==> src/include/udcrc_cfg.svh <==
// Constants shared by the receive-path CRC handling block and its host end.
`ifndef UDCRC_CFG_SVH
`define UDCRC_CFG_SVH
`define UDCRC_CLK_NS 4
`define UDCRC_TO_NS 64
`define UDCRC_TO_CYC (((`UDCRC_TO_NS) + (`UDCRC_CLK_NS) - 1) / (`UDCRC_CLK_NS))
`define UDCRC_CRC_INIT 16'hFFFF
`define UDCRC_CRC_POLY 16'hA001
`define UDCRC_CRC_RESID 16'hB001
`define UDCRC_CRC_RACE 16'h7FF2
`define UDCRC_MAX_PKT 4'h8
`define UDCRC_CRC_BYTES 4'h2
`define UDCRC_FIFO_DEPTH 16
`define UDCRC_FIFO_FREE_MAX 5'h10
`define UDCRC_PKT_ROOM 5'h0A
`define UDCRC_HS_FAILS 3'h3
`define UDCRC_FS_RETRIES 3'h4
`endif

==> src/include/udcrc_pkg.sv <==
// Types and the CRC step shared by both ends of the link.
`include "udcrc_cfg.svh"
package udcrc_pkg;
  typedef enum logic [1:0] {UDCRC_TOK_OUT, UDCRC_TOK_PING} udcrc_tok_e;
  typedef enum logic [1:0] {UDCRC_HS_ACK, UDCRC_HS_NAK} udcrc_hs_e;

  // Reflected CRC16 over one byte, least significant bit first.
  function automatic logic [15:0] udcrc_crc8(input logic [15:0] c,
                                             input logic [7:0] d);
    logic [15:0] r;
    r = c ^ {8'h00, d};
    for (int i = 0; i < 8; i++) begin
      r = r[0] ? ((r >> 1) ^ `UDCRC_CRC_POLY) : (r >> 1);
    end
    return r;
  endfunction
endpackage

==> src/include/udcrc_link_if.sv <==
// Packet-level link between the host end and the device end.
`timescale 1ns/1ps
interface udcrc_link_if (
  input wire logic clk_sys
);
  import udcrc_pkg::*;
  logic tok_vld;
  udcrc_tok_e tok_pid;
  logic dat_vld;
  logic [7:0] dat;
  logic dat_last;
  logic hs_vld;
  udcrc_hs_e hs_pid;
  modport host (output tok_vld, tok_pid, dat_vld, dat, dat_last,
                input hs_vld, hs_pid);
  modport dev (input tok_vld, tok_pid, dat_vld, dat, dat_last,
               output hs_vld, hs_pid);
endinterface

==> src/udcrc_dev.sv <==
// Device end: receive path with CRC check, flush, handshake and FIFO.
`timescale 1ns/1ps
`include "udcrc_cfg.svh"
module udcrc_dev (
  input wire logic clk_sys,
  input wire logic rst_n,
  udcrc_link_if.dev lnk,
  input wire logic ep_iso,
  input wire logic race_emul,
  input wire logic rd_req,
  output logic [7:0] rd_dat,
  output logic rd_vld,
  output logic rx_evt,
  output logic [3:0] rx_len,
  output logic rx_crc_err
);
  import udcrc_pkg::*;

  typedef enum logic [1:0] {DS_IDLE, DS_DATA, DS_END} udcrc_dst_e;

  // Advances a wrapping FIFO pointer by a byte count.
  function automatic logic [4:0] ptr_add(input logic [4:0] p,
                                         input logic [3:0] n);
    ptr_add = p + {1'b0, n};
  endfunction

  udcrc_dst_e st_r;
  logic [7:0] mem_r [`UDCRC_FIFO_DEPTH];
  logic [4:0] wr_ptr_r;
  logic [4:0] tmp_ptr_r;
  logic [4:0] rd_ptr_r;
  logic [15:0] crc_r;
  logic [15:0] crc_nxt;
  logic [3:0] cnt_r;
  logic [3:0] cnt_nxt;
  logic [7:0] prev_r;
  logic nak_r;
  logic crc_ok_r;
  logic [15:0] field_r;
  logic [3:0] len_r;
  logic [4:0] free;
  logic room;
  logic take;
  logic race;
  logic bad;
  logic hs_vld_r;
  udcrc_hs_e hs_pid_r;
  logic [7:0] rd_dat_r;
  logic rd_vld_r;
  logic rx_evt_r;
  logic [3:0] rx_len_r;
  logic rx_crc_err_r;

  assign free = `UDCRC_FIFO_FREE_MAX - (wr_ptr_r - rd_ptr_r);
  assign room = (free >= `UDCRC_PKT_ROOM);
  assign take = (st_r == DS_DATA) && lnk.dat_vld && !nak_r &&
                (cnt_r < (`UDCRC_MAX_PKT + `UDCRC_CRC_BYTES));
  assign crc_nxt = udcrc_crc8(crc_r, lnk.dat);
  assign cnt_nxt = take ? cnt_r + 4'h1 : cnt_r;
  // The race needs a good CRC of the fixed value on a receive; it is
  // only ever produced on request, since the crossing here is coherent.
  assign race = race_emul && ep_iso && crc_ok_r &&
                (field_r == `UDCRC_CRC_RACE);
  assign bad = !crc_ok_r || race;

  // Control, bulk, interrupt and isochronous all walk this same machine.
  always_ff @(posedge clk_sys) begin
    if (!rst_n) begin
      st_r <= DS_IDLE;
    end else begin
      unique case (st_r)
        DS_IDLE: begin
          if (lnk.tok_vld && lnk.tok_pid == UDCRC_TOK_OUT) begin
            st_r <= DS_DATA;
          end
        end
        DS_DATA: begin
          if (lnk.dat_vld && lnk.dat_last) begin
            st_r <= DS_END;
          end
        end
        DS_END: begin
          st_r <= DS_IDLE;
        end
      endcase
    end
  end

  always_ff @(posedge clk_sys) begin
    if (!rst_n) begin
      crc_r <= `UDCRC_CRC_INIT;
      cnt_r <= 4'h0;
      prev_r <= 8'h00;
      nak_r <= 1'b0;
    end else if (st_r == DS_IDLE && lnk.tok_vld &&
                 lnk.tok_pid == UDCRC_TOK_OUT) begin
      crc_r <= `UDCRC_CRC_INIT;
      cnt_r <= 4'h0;
      nak_r <= !room;
    end else if (take) begin
      crc_r <= crc_nxt;
      cnt_r <= cnt_nxt;
      prev_r <= lnk.dat;
    end
  end

  // End of packet and the CRC verdict land in one register stage, so
  // no consumer can ever see one without the other.
  always_ff @(posedge clk_sys) begin
    if (!rst_n) begin
      crc_ok_r <= 1'b0;
      field_r <= 16'h0000;
      len_r <= 4'h0;
    end else if (st_r == DS_DATA && lnk.dat_vld && lnk.dat_last) begin
      crc_ok_r <= (crc_nxt == `UDCRC_CRC_RESID) &&
                  (cnt_nxt >= `UDCRC_CRC_BYTES);
      field_r <= {lnk.dat, prev_r};
      len_r <= (cnt_nxt >= `UDCRC_CRC_BYTES) ?
               cnt_nxt - `UDCRC_CRC_BYTES : 4'h0;
    end
  end

  always_ff @(posedge clk_sys) begin
    if (take) begin
      mem_r[tmp_ptr_r[3:0]] <= lnk.dat;
    end
  end

  always_ff @(posedge clk_sys) begin
    if (!rst_n) begin
      wr_ptr_r <= 5'h00;
      tmp_ptr_r <= 5'h00;
    end else if (st_r == DS_END) begin
      if (!nak_r && (ep_iso || !bad)) begin
        wr_ptr_r <= ptr_add(wr_ptr_r, len_r);
        tmp_ptr_r <= ptr_add(wr_ptr_r, len_r);
      end else begin
        tmp_ptr_r <= wr_ptr_r;
      end
    end else if (take) begin
      tmp_ptr_r <= ptr_add(tmp_ptr_r, 4'h1);
    end
  end

  always_ff @(posedge clk_sys) begin
    if (!rst_n) begin
      hs_vld_r <= 1'b0;
      hs_pid_r <= UDCRC_HS_NAK;
    end else begin
      hs_vld_r <= 1'b0;
      if (st_r == DS_IDLE && lnk.tok_vld &&
          lnk.tok_pid == UDCRC_TOK_PING) begin
        hs_vld_r <= 1'b1;
        hs_pid_r <= room ? UDCRC_HS_ACK : UDCRC_HS_NAK;
      end else if (st_r == DS_END && !ep_iso) begin
        if (nak_r) begin
          hs_vld_r <= 1'b1;
          hs_pid_r <= UDCRC_HS_NAK;
        end else if (!bad) begin
          hs_vld_r <= 1'b1;
          hs_pid_r <= UDCRC_HS_ACK;
        end
        // A bad packet stays silent so the host times out and resends.
      end
    end
  end

  always_ff @(posedge clk_sys) begin
    if (!rst_n) begin
      rx_evt_r <= 1'b0;
      rx_len_r <= 4'h0;
      rx_crc_err_r <= 1'b0;
    end else begin
      rx_evt_r <= 1'b0;
      if (st_r == DS_END && !nak_r) begin
        if (ep_iso) begin
          rx_evt_r <= 1'b1;
          rx_crc_err_r <= bad;
          rx_len_r <= race ? len_r - 4'h1 : len_r;
        end else if (!bad) begin
          rx_evt_r <= 1'b1;
          rx_crc_err_r <= 1'b0;
          rx_len_r <= len_r;
        end
      end
    end
  end

  // Software may read past the reported count, which is how the byte
  // hidden by a short count is recovered.
  always_ff @(posedge clk_sys) begin
    if (!rst_n) begin
      rd_ptr_r <= 5'h00;
      rd_dat_r <= 8'h00;
      rd_vld_r <= 1'b0;
    end else begin
      rd_vld_r <= 1'b0;
      if (rd_req && rd_ptr_r != wr_ptr_r) begin
        rd_dat_r <= mem_r[rd_ptr_r[3:0]];
        rd_vld_r <= 1'b1;
        rd_ptr_r <= ptr_add(rd_ptr_r, 4'h1);
      end
    end
  end

  assign lnk.hs_vld = hs_vld_r;
  assign lnk.hs_pid = hs_pid_r;
  assign rd_dat = rd_dat_r;
  assign rd_vld = rd_vld_r;
  assign rx_evt = rx_evt_r;
  assign rx_len = rx_len_r;
  assign rx_crc_err = rx_crc_err_r;

endmodule // udcrc_dev

==> src/flat_wrapper.sv <==
// flat-port wrapper written by rule: the top's interface ports become plain ports
module udcrc_dev_flat import udcrc_pkg::*;
  (clk_sys, rst_n, ep_iso, race_emul, rd_req, rd_dat, rd_vld, rx_evt, rx_len, rx_crc_err, lnk_tok_vld, lnk_tok_pid, lnk_dat_vld, lnk_dat, lnk_dat_last, lnk_hs_vld, lnk_hs_pid);
  udcrc_link_if lnk_i (.clk_sys(clk_sys));
  input wire logic clk_sys;
  input wire logic rst_n;
  input wire logic ep_iso;
  input wire logic race_emul;
  input wire logic rd_req;
  output logic [7:0] rd_dat;
  output logic rd_vld;
  output logic rx_evt;
  output logic [3:0] rx_len;
  output logic rx_crc_err;
  input wire logic [$bits(lnk_i.tok_vld)-1:0] lnk_tok_vld;
  input wire logic [$bits(lnk_i.tok_pid)-1:0] lnk_tok_pid;
  input wire logic [$bits(lnk_i.dat_vld)-1:0] lnk_dat_vld;
  input wire logic [$bits(lnk_i.dat)-1:0] lnk_dat;
  input wire logic [$bits(lnk_i.dat_last)-1:0] lnk_dat_last;
  output wire logic [$bits(lnk_i.hs_vld)-1:0] lnk_hs_vld;
  output wire logic [$bits(lnk_i.hs_pid)-1:0] lnk_hs_pid;
  assign lnk_i.tok_vld = lnk_tok_vld;
  assign lnk_i.tok_pid = lnk_tok_pid;
  assign lnk_i.dat_vld = lnk_dat_vld;
  assign lnk_i.dat = lnk_dat;
  assign lnk_i.dat_last = lnk_dat_last;
  assign lnk_hs_vld = lnk_i.hs_vld;
  assign lnk_hs_pid = lnk_i.hs_pid;
  udcrc_dev u_core (.clk_sys(clk_sys), .rst_n(rst_n), .lnk(lnk_i), .ep_iso(ep_iso), .race_emul(race_emul), .rd_req(rd_req), .rd_dat(rd_dat), .rd_vld(rd_vld), .rx_evt(rx_evt), .rx_len(rx_len), .rx_crc_err(rx_crc_err));
endmodule
==> config.mk <==
export PLATFORM = sky130hd
export DESIGN_NAME = udcrc_dev_flat
export DESIGN_NICKNAME = d
export VERILOG_FILES = /design/src/include/udcrc_pkg.sv /design/src/include/udcrc_link_if.sv /design/src/udcrc_dev.sv /design/src/flat_wrapper.sv
export VERILOG_INCLUDE_DIRS = /design/src /design/src/include
export SDC_FILE = /design/constraint.sdc
export NUM_CORES = 1
export LEC_CHECK = 0
export BUFFER_PORTS_ARGS = -buffer_cell sky130_fd_sc_hd__buf_4
export CAP_MARGIN = 20
export CORE_MARGIN = 3
export CORE_UTILIZATION = 55
export CTS_CLUSTER_SIZE = 30
export DETAILED_ROUTE_END_ITERATION = 12
export PLACE_DENSITY = 0.83
export SLEW_MARGIN = 20
export SYNTH_ARGS = -nofsm -noshare
export SYNTH_HDL_FRONTEND = slang
export SYNTH_SLANG_ARGS = --single-unit
==> constraint.sdc <==
create_clock -name clk_sys -period 3.5 [get_ports clk_sys]
set_input_delay 0.175 -clock clk_sys [delete_from_list [all_inputs] [get_ports clk_sys]]
set_output_delay 0.175 -clock clk_sys [all_outputs]
set_load 0.01 [all_outputs]
==> out/summary.txt, run 1 <==
final non-filler cell total = 920
CTS root buf = sky130_fd_sc_hd__clkbuf_16
area of the mapped netlist = 0.00891 mm^2
critical-path maximum fanout = 19
fill count = 1,074
critical-path cell with the highest stage delay = sky130_fd_sc_hd__and2_1
share of synthesized area occupied by flip-flops and latches = 0.618
DRC violations left = 0
number of antenna violations at the first check in global routing = 0
share of synthesized flip-flops with an asynchronous set or reset = 0
number of global-route vias before repair = 5,683
overall power = 0.00593 W
final period demand of the worst path = 2760 ps
fraction of power spent switching nets = 0.256
clk sinks = 211
Leak = 3.53 nW
setup total negative slack = 0 ps
Total Die Area = 0.0178 mm^2
diode insertion count for antenna repair = 0
first-pass GRT wire length = 30,900 um
Worst Path Required = 3690 ps
net load switching power = 0.00152 W
clock tree from TritonCTS = built
Pins Over Slew Limit = 0
number of distinct library cells after synthesis = 53
nets in the synthesized netlist = 692
Die X-Extent = 133 um
internal power = 0.00441 W
transition time at the pin with the least slew margin = 981 ps
final-stage net count = 738
worst hold path class = input port to flop
number of placed cells counting well taps = 881
Cell Chain, Critical Path = inv_1, ha_1, and3b_1, and2_1, nand2_1, nor3_1, buf_4
share of the cycle needed by the critical path after routing = 0.790
Routed Antenna Nets = 0
area of the core = 0.0155 mm^2
DP Wirelength = 12,100 um
GRT Util Overall = 0.220
biggest cell delay along the critical path = 690 ps
clock buffer count from CTS = 21
headroom to the max-slew limit = 0.344
Clock transition at path regs = 60 ps
f_max = 362 MHz
register bit total from synthesis = 211
initial standard-cell utilization of the core = 0.573
pre-CTS WS = 783 ps
Simple-Gate Fraction of Synth Area = 0.0881
count of vias placed by the detailed router = 5,516
multiplexer area fraction after synthesis = 0.129
proportion of power drawn by combinational gates = 0.153
GRT Residual Overflow = 0
Final setup viols = 0
Buf/Inv on CP = 2
per-cell routed wire length = 21.2 um
number of placed I/O pins = 36
Clock Skews = 12.3 ps
final hold violation count = 0
number of warnings issued by yosys = 0
iteration-0 DRC count of the detailed router = 574
total wirelength of the detailed-routed design = 19,500 um
final RePlAce weighted congestion = 0.872
Finished Core Util = 0.649
compound-gate portion of the synthesized area = 0.0594
run status = finished, final reports clean
critical path's top delay family = simple AND/OR/NAND/NOR gates
post-synthesis to final-layout area growth = 13.3%
drt first pass iters = 6
pwr/cell area = 587 mW/mm^2
CTS H-Tree Depth = 1
Adder-Cell Fraction of Synth Area = 0.0382
Mapped Avg Cell Area = 13.7 um^2
height of the die = 133 um
largest family of logic cells by synthesized area = multiplexers
most common library cell in the layout ignoring fill and taps = sky130_fd_sc_hd__edfxtp_1
count of input and output buffers = 34
pin count of the biggest net entering global routing = 59
fraction of layout instances using a drive strength above 1 = 0.168
sequential share of power = 0.479
latest clock arrival within the worst-skew pair = 500 ps
Final Worst Setup Slack = 736 ps
maximum buffer depth of the clock tree = 3
peak ir drop on the vdd network = 0.382 mV
primary flip-flop cell chosen by synthesis mapping = sky130_fd_sc_hd__edfxtp_1
unrepaired setup endpoints after global routing = no
kind of critical path = flop to flop
data arrival time at the worst-slack endpoint = 2950 ps
critical path endpoint category = flop
Maximum Capacitance Violations = 0
area share of xor/xnor cells in the synthesized design = 0.0410
via density per instance = 6.00
count of flip-flops with a built-in enable after synthesis = 128
Mapped Cells = 648
standard-cell rows = 45
Clk network pwr share = 0.367
most used cells in the layout excluding fill and tap cells = sky130_fd_sc_hd__edfxtp_1 (128), sky130_fd_sc_hd__nand2_1 (83), sky130_fd_sc_hd__dfxtp_1 (82)
crit path launch type = flop
-- routing by layer --
metal	track usage	part of all wire	up-vias	wire length (um)
met5	0	0	-	0
met4	0.0560	0.020	0	389
met3	0.0321	0.068	42	1320
met2	0.381	0.51	211	9870
met1	0.296	0.41	2766	7920
li1	-	-	2497	-
-- registers in the layout, indices dropped and copies added, names as in the netlist, named ones only --
signal             cells
u_core.wr_ptr_r        4
u_core.rx_len          4
u_core.cnt_r           4
u_core.mem_r         128
u_core.rd_ptr_r        5
u_core.prev_r          8
u_core.crc_r          16
u_core.crc_ok_r        1
u_core.rx_crc_err      1
u_core.len_r           4
u_core.tmp_ptr_r       4
u_core.rx_evt          1
u_core.field_r        16
u_core.nak_r           1
u_core.rd_vld          1
u_core.st_r            2
u_core.lnk.hs_pid      1
u_core.rd_dat          8
u_core.lnk.hs_vld      1
-- kinds of logic after synthesis --
| group | after synthesis |
|---|---|
| simple gates | 178 |
| xor+xnor | 40 |
| mux | 59 |
| fa+ha+maj | 26 |
| flops | 211 |
| buf+inv | 47 |
| other cells | 1 |
| compound gates | 86 |
-- Yosys cell counts (2+ instances only) --
cell | instances | share of area
sky130_fd_sc_hd__xnor2_1 | 27 | 0.027
sky130_fd_sc_hd__mux4_1 | 16 | 0.047
sky130_fd_sc_hd__a22oi_1 | 4 | 0.0034
sky130_fd_sc_hd__nor3_1 | 8 | 0.0045
sky130_fd_sc_hd__a21oi_1 | 38 | 0.021
sky130_fd_sc_hd__dfxtp_1 | 83 | 0.19
sky130_fd_sc_hd__nor2_1 | 46 | 0.019
sky130_fd_sc_hd__o211ai_1 | 9 | 0.0076
sky130_fd_sc_hd__and2_1 | 2 | 0.0014
sky130_fd_sc_hd__clkbuf_1 | 22 | 0.0093
sky130_fd_sc_hd__nand4b_1 | 2 | 0.0020
sky130_fd_sc_hd__a21o_1 | 2 | 0.0017
sky130_fd_sc_hd__nand4_1 | 7 | 0.0049
sky130_fd_sc_hd__edfxtp_1 | 128 | 0.43
sky130_fd_sc_hd__and3_1 | 3 | 0.0021
sky130_fd_sc_hd__a211oi_1 | 6 | 0.0051
sky130_fd_sc_hd__buf_2 | 4 | 0.0022
sky130_fd_sc_hd__a31oi_1 | 3 | 0.0021
sky130_fd_sc_hd__xor2_1 | 11 | 0.011
sky130_fd_sc_hd__o21a_1 | 3 | 0.0025
sky130_fd_sc_hd__mux2i_1 | 18 | 0.020
sky130_fd_sc_hd__ha_1 | 24 | 0.034
sky130_fd_sc_hd__nor2b_1 | 5 | 0.0035
sky130_fd_sc_hd__xnor2_2 | 2 | 0.0037
sky130_fd_sc_hd__nand3_1 | 11 | 0.0062
sky130_fd_sc_hd__fa_1 | 2 | 0.0045
sky130_fd_sc_hd__mux4_2 | 24 | 0.061
sky130_fd_sc_hd__nand2b_1 | 5 | 0.0035
sky130_fd_sc_hd__inv_1 | 14 | 0.0059
sky130_fd_sc_hd__buf_1 | 2 | 0.00084
sky130_fd_sc_hd__nand2_1 | 83 | 0.035
sky130_fd_sc_hd__buf_6 | 2 | 0.0025
sky130_fd_sc_hd__o21ai_0 | 12 | 0.0067
-- layout make-up --
type | count | area, um^2 | share of cell area
clock inverter | 7 | 67.6 | 0.00669
tap | 211 | 264 | 0.0262
clock buffer | 31 | 603 | 0.0598
inverter | 14 | 52.6 | 0.00521
sequential | 211 | 5510 | 0.546
multi-input combinational | 390 | 3180 | 0.315
timing repair buffer | 56 | 423 | 0.0419
-- power groups by stage --
stage | Clock (W) | Sequential [W] | Combinational (W)
6_report | 0.00218 | 0.00284 | 0.000908
5_1_grt | 0.00231 | 0.00285 | 0.00100
4_1_cts | 0.00221 | 0.00284 | 0.000906
3_5_place_dp | 0 | 0.00289 | 0.000891
3_3_place_gp | 0 | 0.00288 | 0.000852
2_1_floorplan | 0 | 0.00287 | 0.000691
-- what timing repair did --
| item | CTS | global route |
|---|---|---|
| resized for setup | 0 | 0 |
| hold buffers | 1 | 0 |
| endpoints found under the hold margin | 1 | 0 |
| setup buffers | 0 | 0 |
-- worst paths after layout --
check	start	to	slack [ps]	cells after the start
setup / recovery	u_core.st_r[1]	u_core.mem_r[1][5]	740	7
setup reg to reg	u_core.st_r[1]	u_core.mem_r[1][5]	740	7
hold / removal	lnk_tok_pid[0]	u_core.nak_r	20	4
hold reg to reg	u_core.prev_r[3]	u_core.field_r[3]	450	2
-- worst min-delay path: cells and delay by family --
| kind | cells | cell delay (ps) |
|---|---|---|
| and+or+nand+nor | 2 | 120 |
| AOI/OAI and AO/OA | 1 | 50 |
| buffers and inverters | 1 | 110 |
-- through the flow --
stage	instance area (um^2)	hold slack, ps
after CTS	10100	7.49
final	10100	21.3
after global placement	9410	437
after global routing	10100	35.5
after floorplan	8910	274
after detailed placement	9410	446
(Power assumes the default switching activity.)
==> inputs of run 2 (changes only) <==
==> constraint.sdc (replaced) <==
create_clock -name clk_sys -period 2.7 [get_ports clk_sys]
set_input_delay 0.135 -clock clk_sys [delete_from_list [all_inputs] [get_ports clk_sys]]
set_output_delay 0.135 -clock clk_sys [all_outputs]
set_load 0.01 [all_outputs]
==> run 2 against run 1 <==
Die area unchanged; sequential share of layout area down 1.2 points; clock skew down 1.7 ps; cell area up 2.3%; total power up 34%; non-clock buffer count up 16; sequential power up 30%; setup slack worse by 600 ps; routed wire length up 0.31%; count of clock-buffer cells in the layout down 1; first-iteration DRC count down 10%; critical endpoint is now u_core.crc_ok_r; largest cell class unchanged.
==> out/summary.txt, run 2 (synthesized netlist as in run 1, its figures left out) <==
clk sinks = 211
per-cell routed wire length = 20.9 um
transition time at the pin with the least slew margin = 810 ps
CTS root buf = sky130_fd_sc_hd__clkbuf_16
GRT Residual Overflow = 0
standard-cell rows = 45
most common library cell in the layout ignoring fill and taps = sky130_fd_sc_hd__edfxtp_1
clock tree from TritonCTS = built
proportion of power drawn by combinational gates = 0.156
highest routed layer = met4
critical-path maximum fanout = 19
pin count of the biggest net entering global routing = 36
final hold violation count = 0
f_max = 390 MHz
diode insertion count for antenna repair = 0
worst hold path class = input port to flop
via density per instance = 5.89
initial standard-cell utilization of the core = 0.573
Routed Antenna Nets = 0
sequential share of power = 0.464
fraction of layout instances using a drive strength above 1 = 0.188
clock buffer count from CTS = 22
fill count = 1,040
unrepaired setup endpoints after global routing = no
latest clock arrival within the worst-skew pair = 500 ps
count of input and output buffers = 34
Maximum Capacitance Violations = 0
Total Die Area = 0.0178 mm^2
maximum buffer depth of the clock tree = 3
headroom to the max-slew limit = 0.454
area of the core = 0.0155 mm^2
internal power = 0.00595 W
Leak = 3.65 nW
final non-filler cell total = 938
CTS H-Tree Depth = 1
number of antenna violations at the first check in global routing = 0
Largest register FFs = 128
setup total negative slack = 0 ps
peak ir drop on the vdd network = 0.405 mV
tightest hold margin = 11.9 ps
number of placed cells counting well taps = 892
met2 routed wirelength = 10,300 um
Final Worst Setup Slack = 136 ps
number of placed I/O pins = 36
drt first pass iters = 7
final RePlAce weighted congestion = 0.866
Final setup viols = 0
post-route cell area = 0.0103 mm^2
crit path launch type = input port
post-synthesis to final-layout area growth = 15.9%
wl on met1 = 7760 um
Worst Path Required = 3100 ps
total cell area at the placement stage = 0.00951 mm^2
critical path endpoint category = flop
Hold Crit Start = ep_iso
Die X-Extent = 133 um
Reg-to-Reg Start = u_core.wr_ptr_r[1]
net load switching power = 0.00199 W
first-pass GRT wire length = 30,600 um
most used cells in the layout excluding fill and tap cells = sky130_fd_sc_hd__edfxtp_1 (128), sky130_fd_sc_hd__nand2_1 (83), sky130_fd_sc_hd__dfxtp_1 (82)
DR WL met3 = 973 um
total wirelength of the detailed-routed design = 19,600 um
Clock Skews = 10.6 ps
DRC violations left = 0
data arrival time at the worst-slack endpoint = 2970 ps
DP Wirelength = 12,700 um
CP Launch Point = lnk_dat[3]
share of the cycle needed by the critical path after routing = 0.950
iteration-0 DRC count of the detailed router = 516
fraction of power spent switching nets = 0.250
height of the die = 133 um
final period demand of the worst path = 2560 ps
Clk network pwr share = 0.380
pwr/cell area = 769 mW/mm^2
run status = finished, final reports clean
number of global-route vias before repair = 5,613
GRT Util Overall = 0.221
final-stage net count = 755
pre-CTS WS = 62.6 ps
Clock transition at path regs = 60 ps
kind of critical path = input port to flop
Pins Over Slew Limit = 0
count of vias placed by the detailed router = 5,524
[run 2: cell types whose count changed in the layout (fill, tap and decap cells not counted), moves of 2 or more]
| cell | previous run | this run |
|---|---|---|
| sky130_fd_sc_hd__buf_4 | 55 | 65 |
| sky130_fd_sc_hd__dlygate4sd3_1 | 1 | 6 |
| sky130_fd_sc_hd__clkbuf_1 | 6 | 4 |
| sky130_fd_sc_hd__clkbuf_16 | 21 | 23 |
| sky130_fd_sc_hd__clkinv_2 | 4 | 6 |
| sky130_fd_sc_hd__xnor2_1 | 27 | 25 |
| sky130_fd_sc_hd__xnor2_2 | 2 | 4 |
[run 2: final cells by class]
type | count | area (um^2) | share of cell area
Multi-Input combinational cell | 390 | 3200 | 0.310
Clock inverter | 10 | 104 | 0.0101
Tap cell | 211 | 264 | 0.0256
Inverter | 14 | 52.6 | 0.00509
Timing Repair Buffer | 72 | 568 | 0.0550
Sequential cell | 211 | 5510 | 0.533
Clock buffer | 30 | 632 | 0.0612
[run 2: path summary, 6_finish.rpt]
kind	endpoint	slack, ps	depth (start not counted)
max	u_core.crc_ok_r	140	12
min reg2reg	u_core.rd_dat[0]	460	2
min	u_core.rx_crc_err	10	3
max reg2reg	u_core.lnk.hs_pid[0]	190	9
[run 2: per-layer routing]
layer / vias up / GRT usage
li1: 2540 / -
met1: 2753 / 0.275
met2: 187 / 0.400
met3: 44 / 0.0245
met4: 0 / 0.0811
met5: - / 0
[run 2: what timing repair did]
action                                 CTS  global route
gates resized for setup                  0             3
setup endpoints to repair                0             1
endpoints found under the hold margin   42             0
hold buffers                             6             0
buffers inserted                         0             0
[run 2: per-stage QoR]
| step | power (W) | util |
|---|---|---|
| finish | 0.00794 | 0.664 |
| global route | 0.00824 | 0.664 |
| CTS | 0.00794 | 0.663 |
| detailed placement | 0.00493 | 0.612 |
| global placement | 0.00486 | 0.612 |
| floorplan | 0.00461 | - |
[run 2: power groups by stage]
| stage | registers (W) | clock network, W | logic, W |
|---|---|---|---|
| detailed placement | 0.00374 | 0 | 0.00119 |
| floorplan | 0.00372 | 0 | 0.000895 |
| global route | 0.00369 | 0.00319 | 0.00136 |
| global placement | 0.00373 | 0 | 0.00113 |
| CTS | 0.00368 | 0.00305 | 0.00121 |
| finish | 0.00368 | 0.00301 | 0.00124 |
[run 2: critical path, cell delays in order]
cell	delay (ps)
sky130_fd_sc_hd__dlygate4sd3_1	530
sky130_fd_sc_hd__buf_4	200
sky130_fd_sc_hd__xnor2_1	300
sky130_fd_sc_hd__xnor2_1	210
sky130_fd_sc_hd__xnor2_1	200
sky130_fd_sc_hd__xnor2_2	170
sky130_fd_sc_hd__xnor2_1	120
sky130_fd_sc_hd__ha_1	360
sky130_fd_sc_hd__xor2_1	190
sky130_fd_sc_hd__nor4b_2	270
sky130_fd_sc_hd__nand4_1	120
sky130_fd_sc_hd__o32ai_1	140
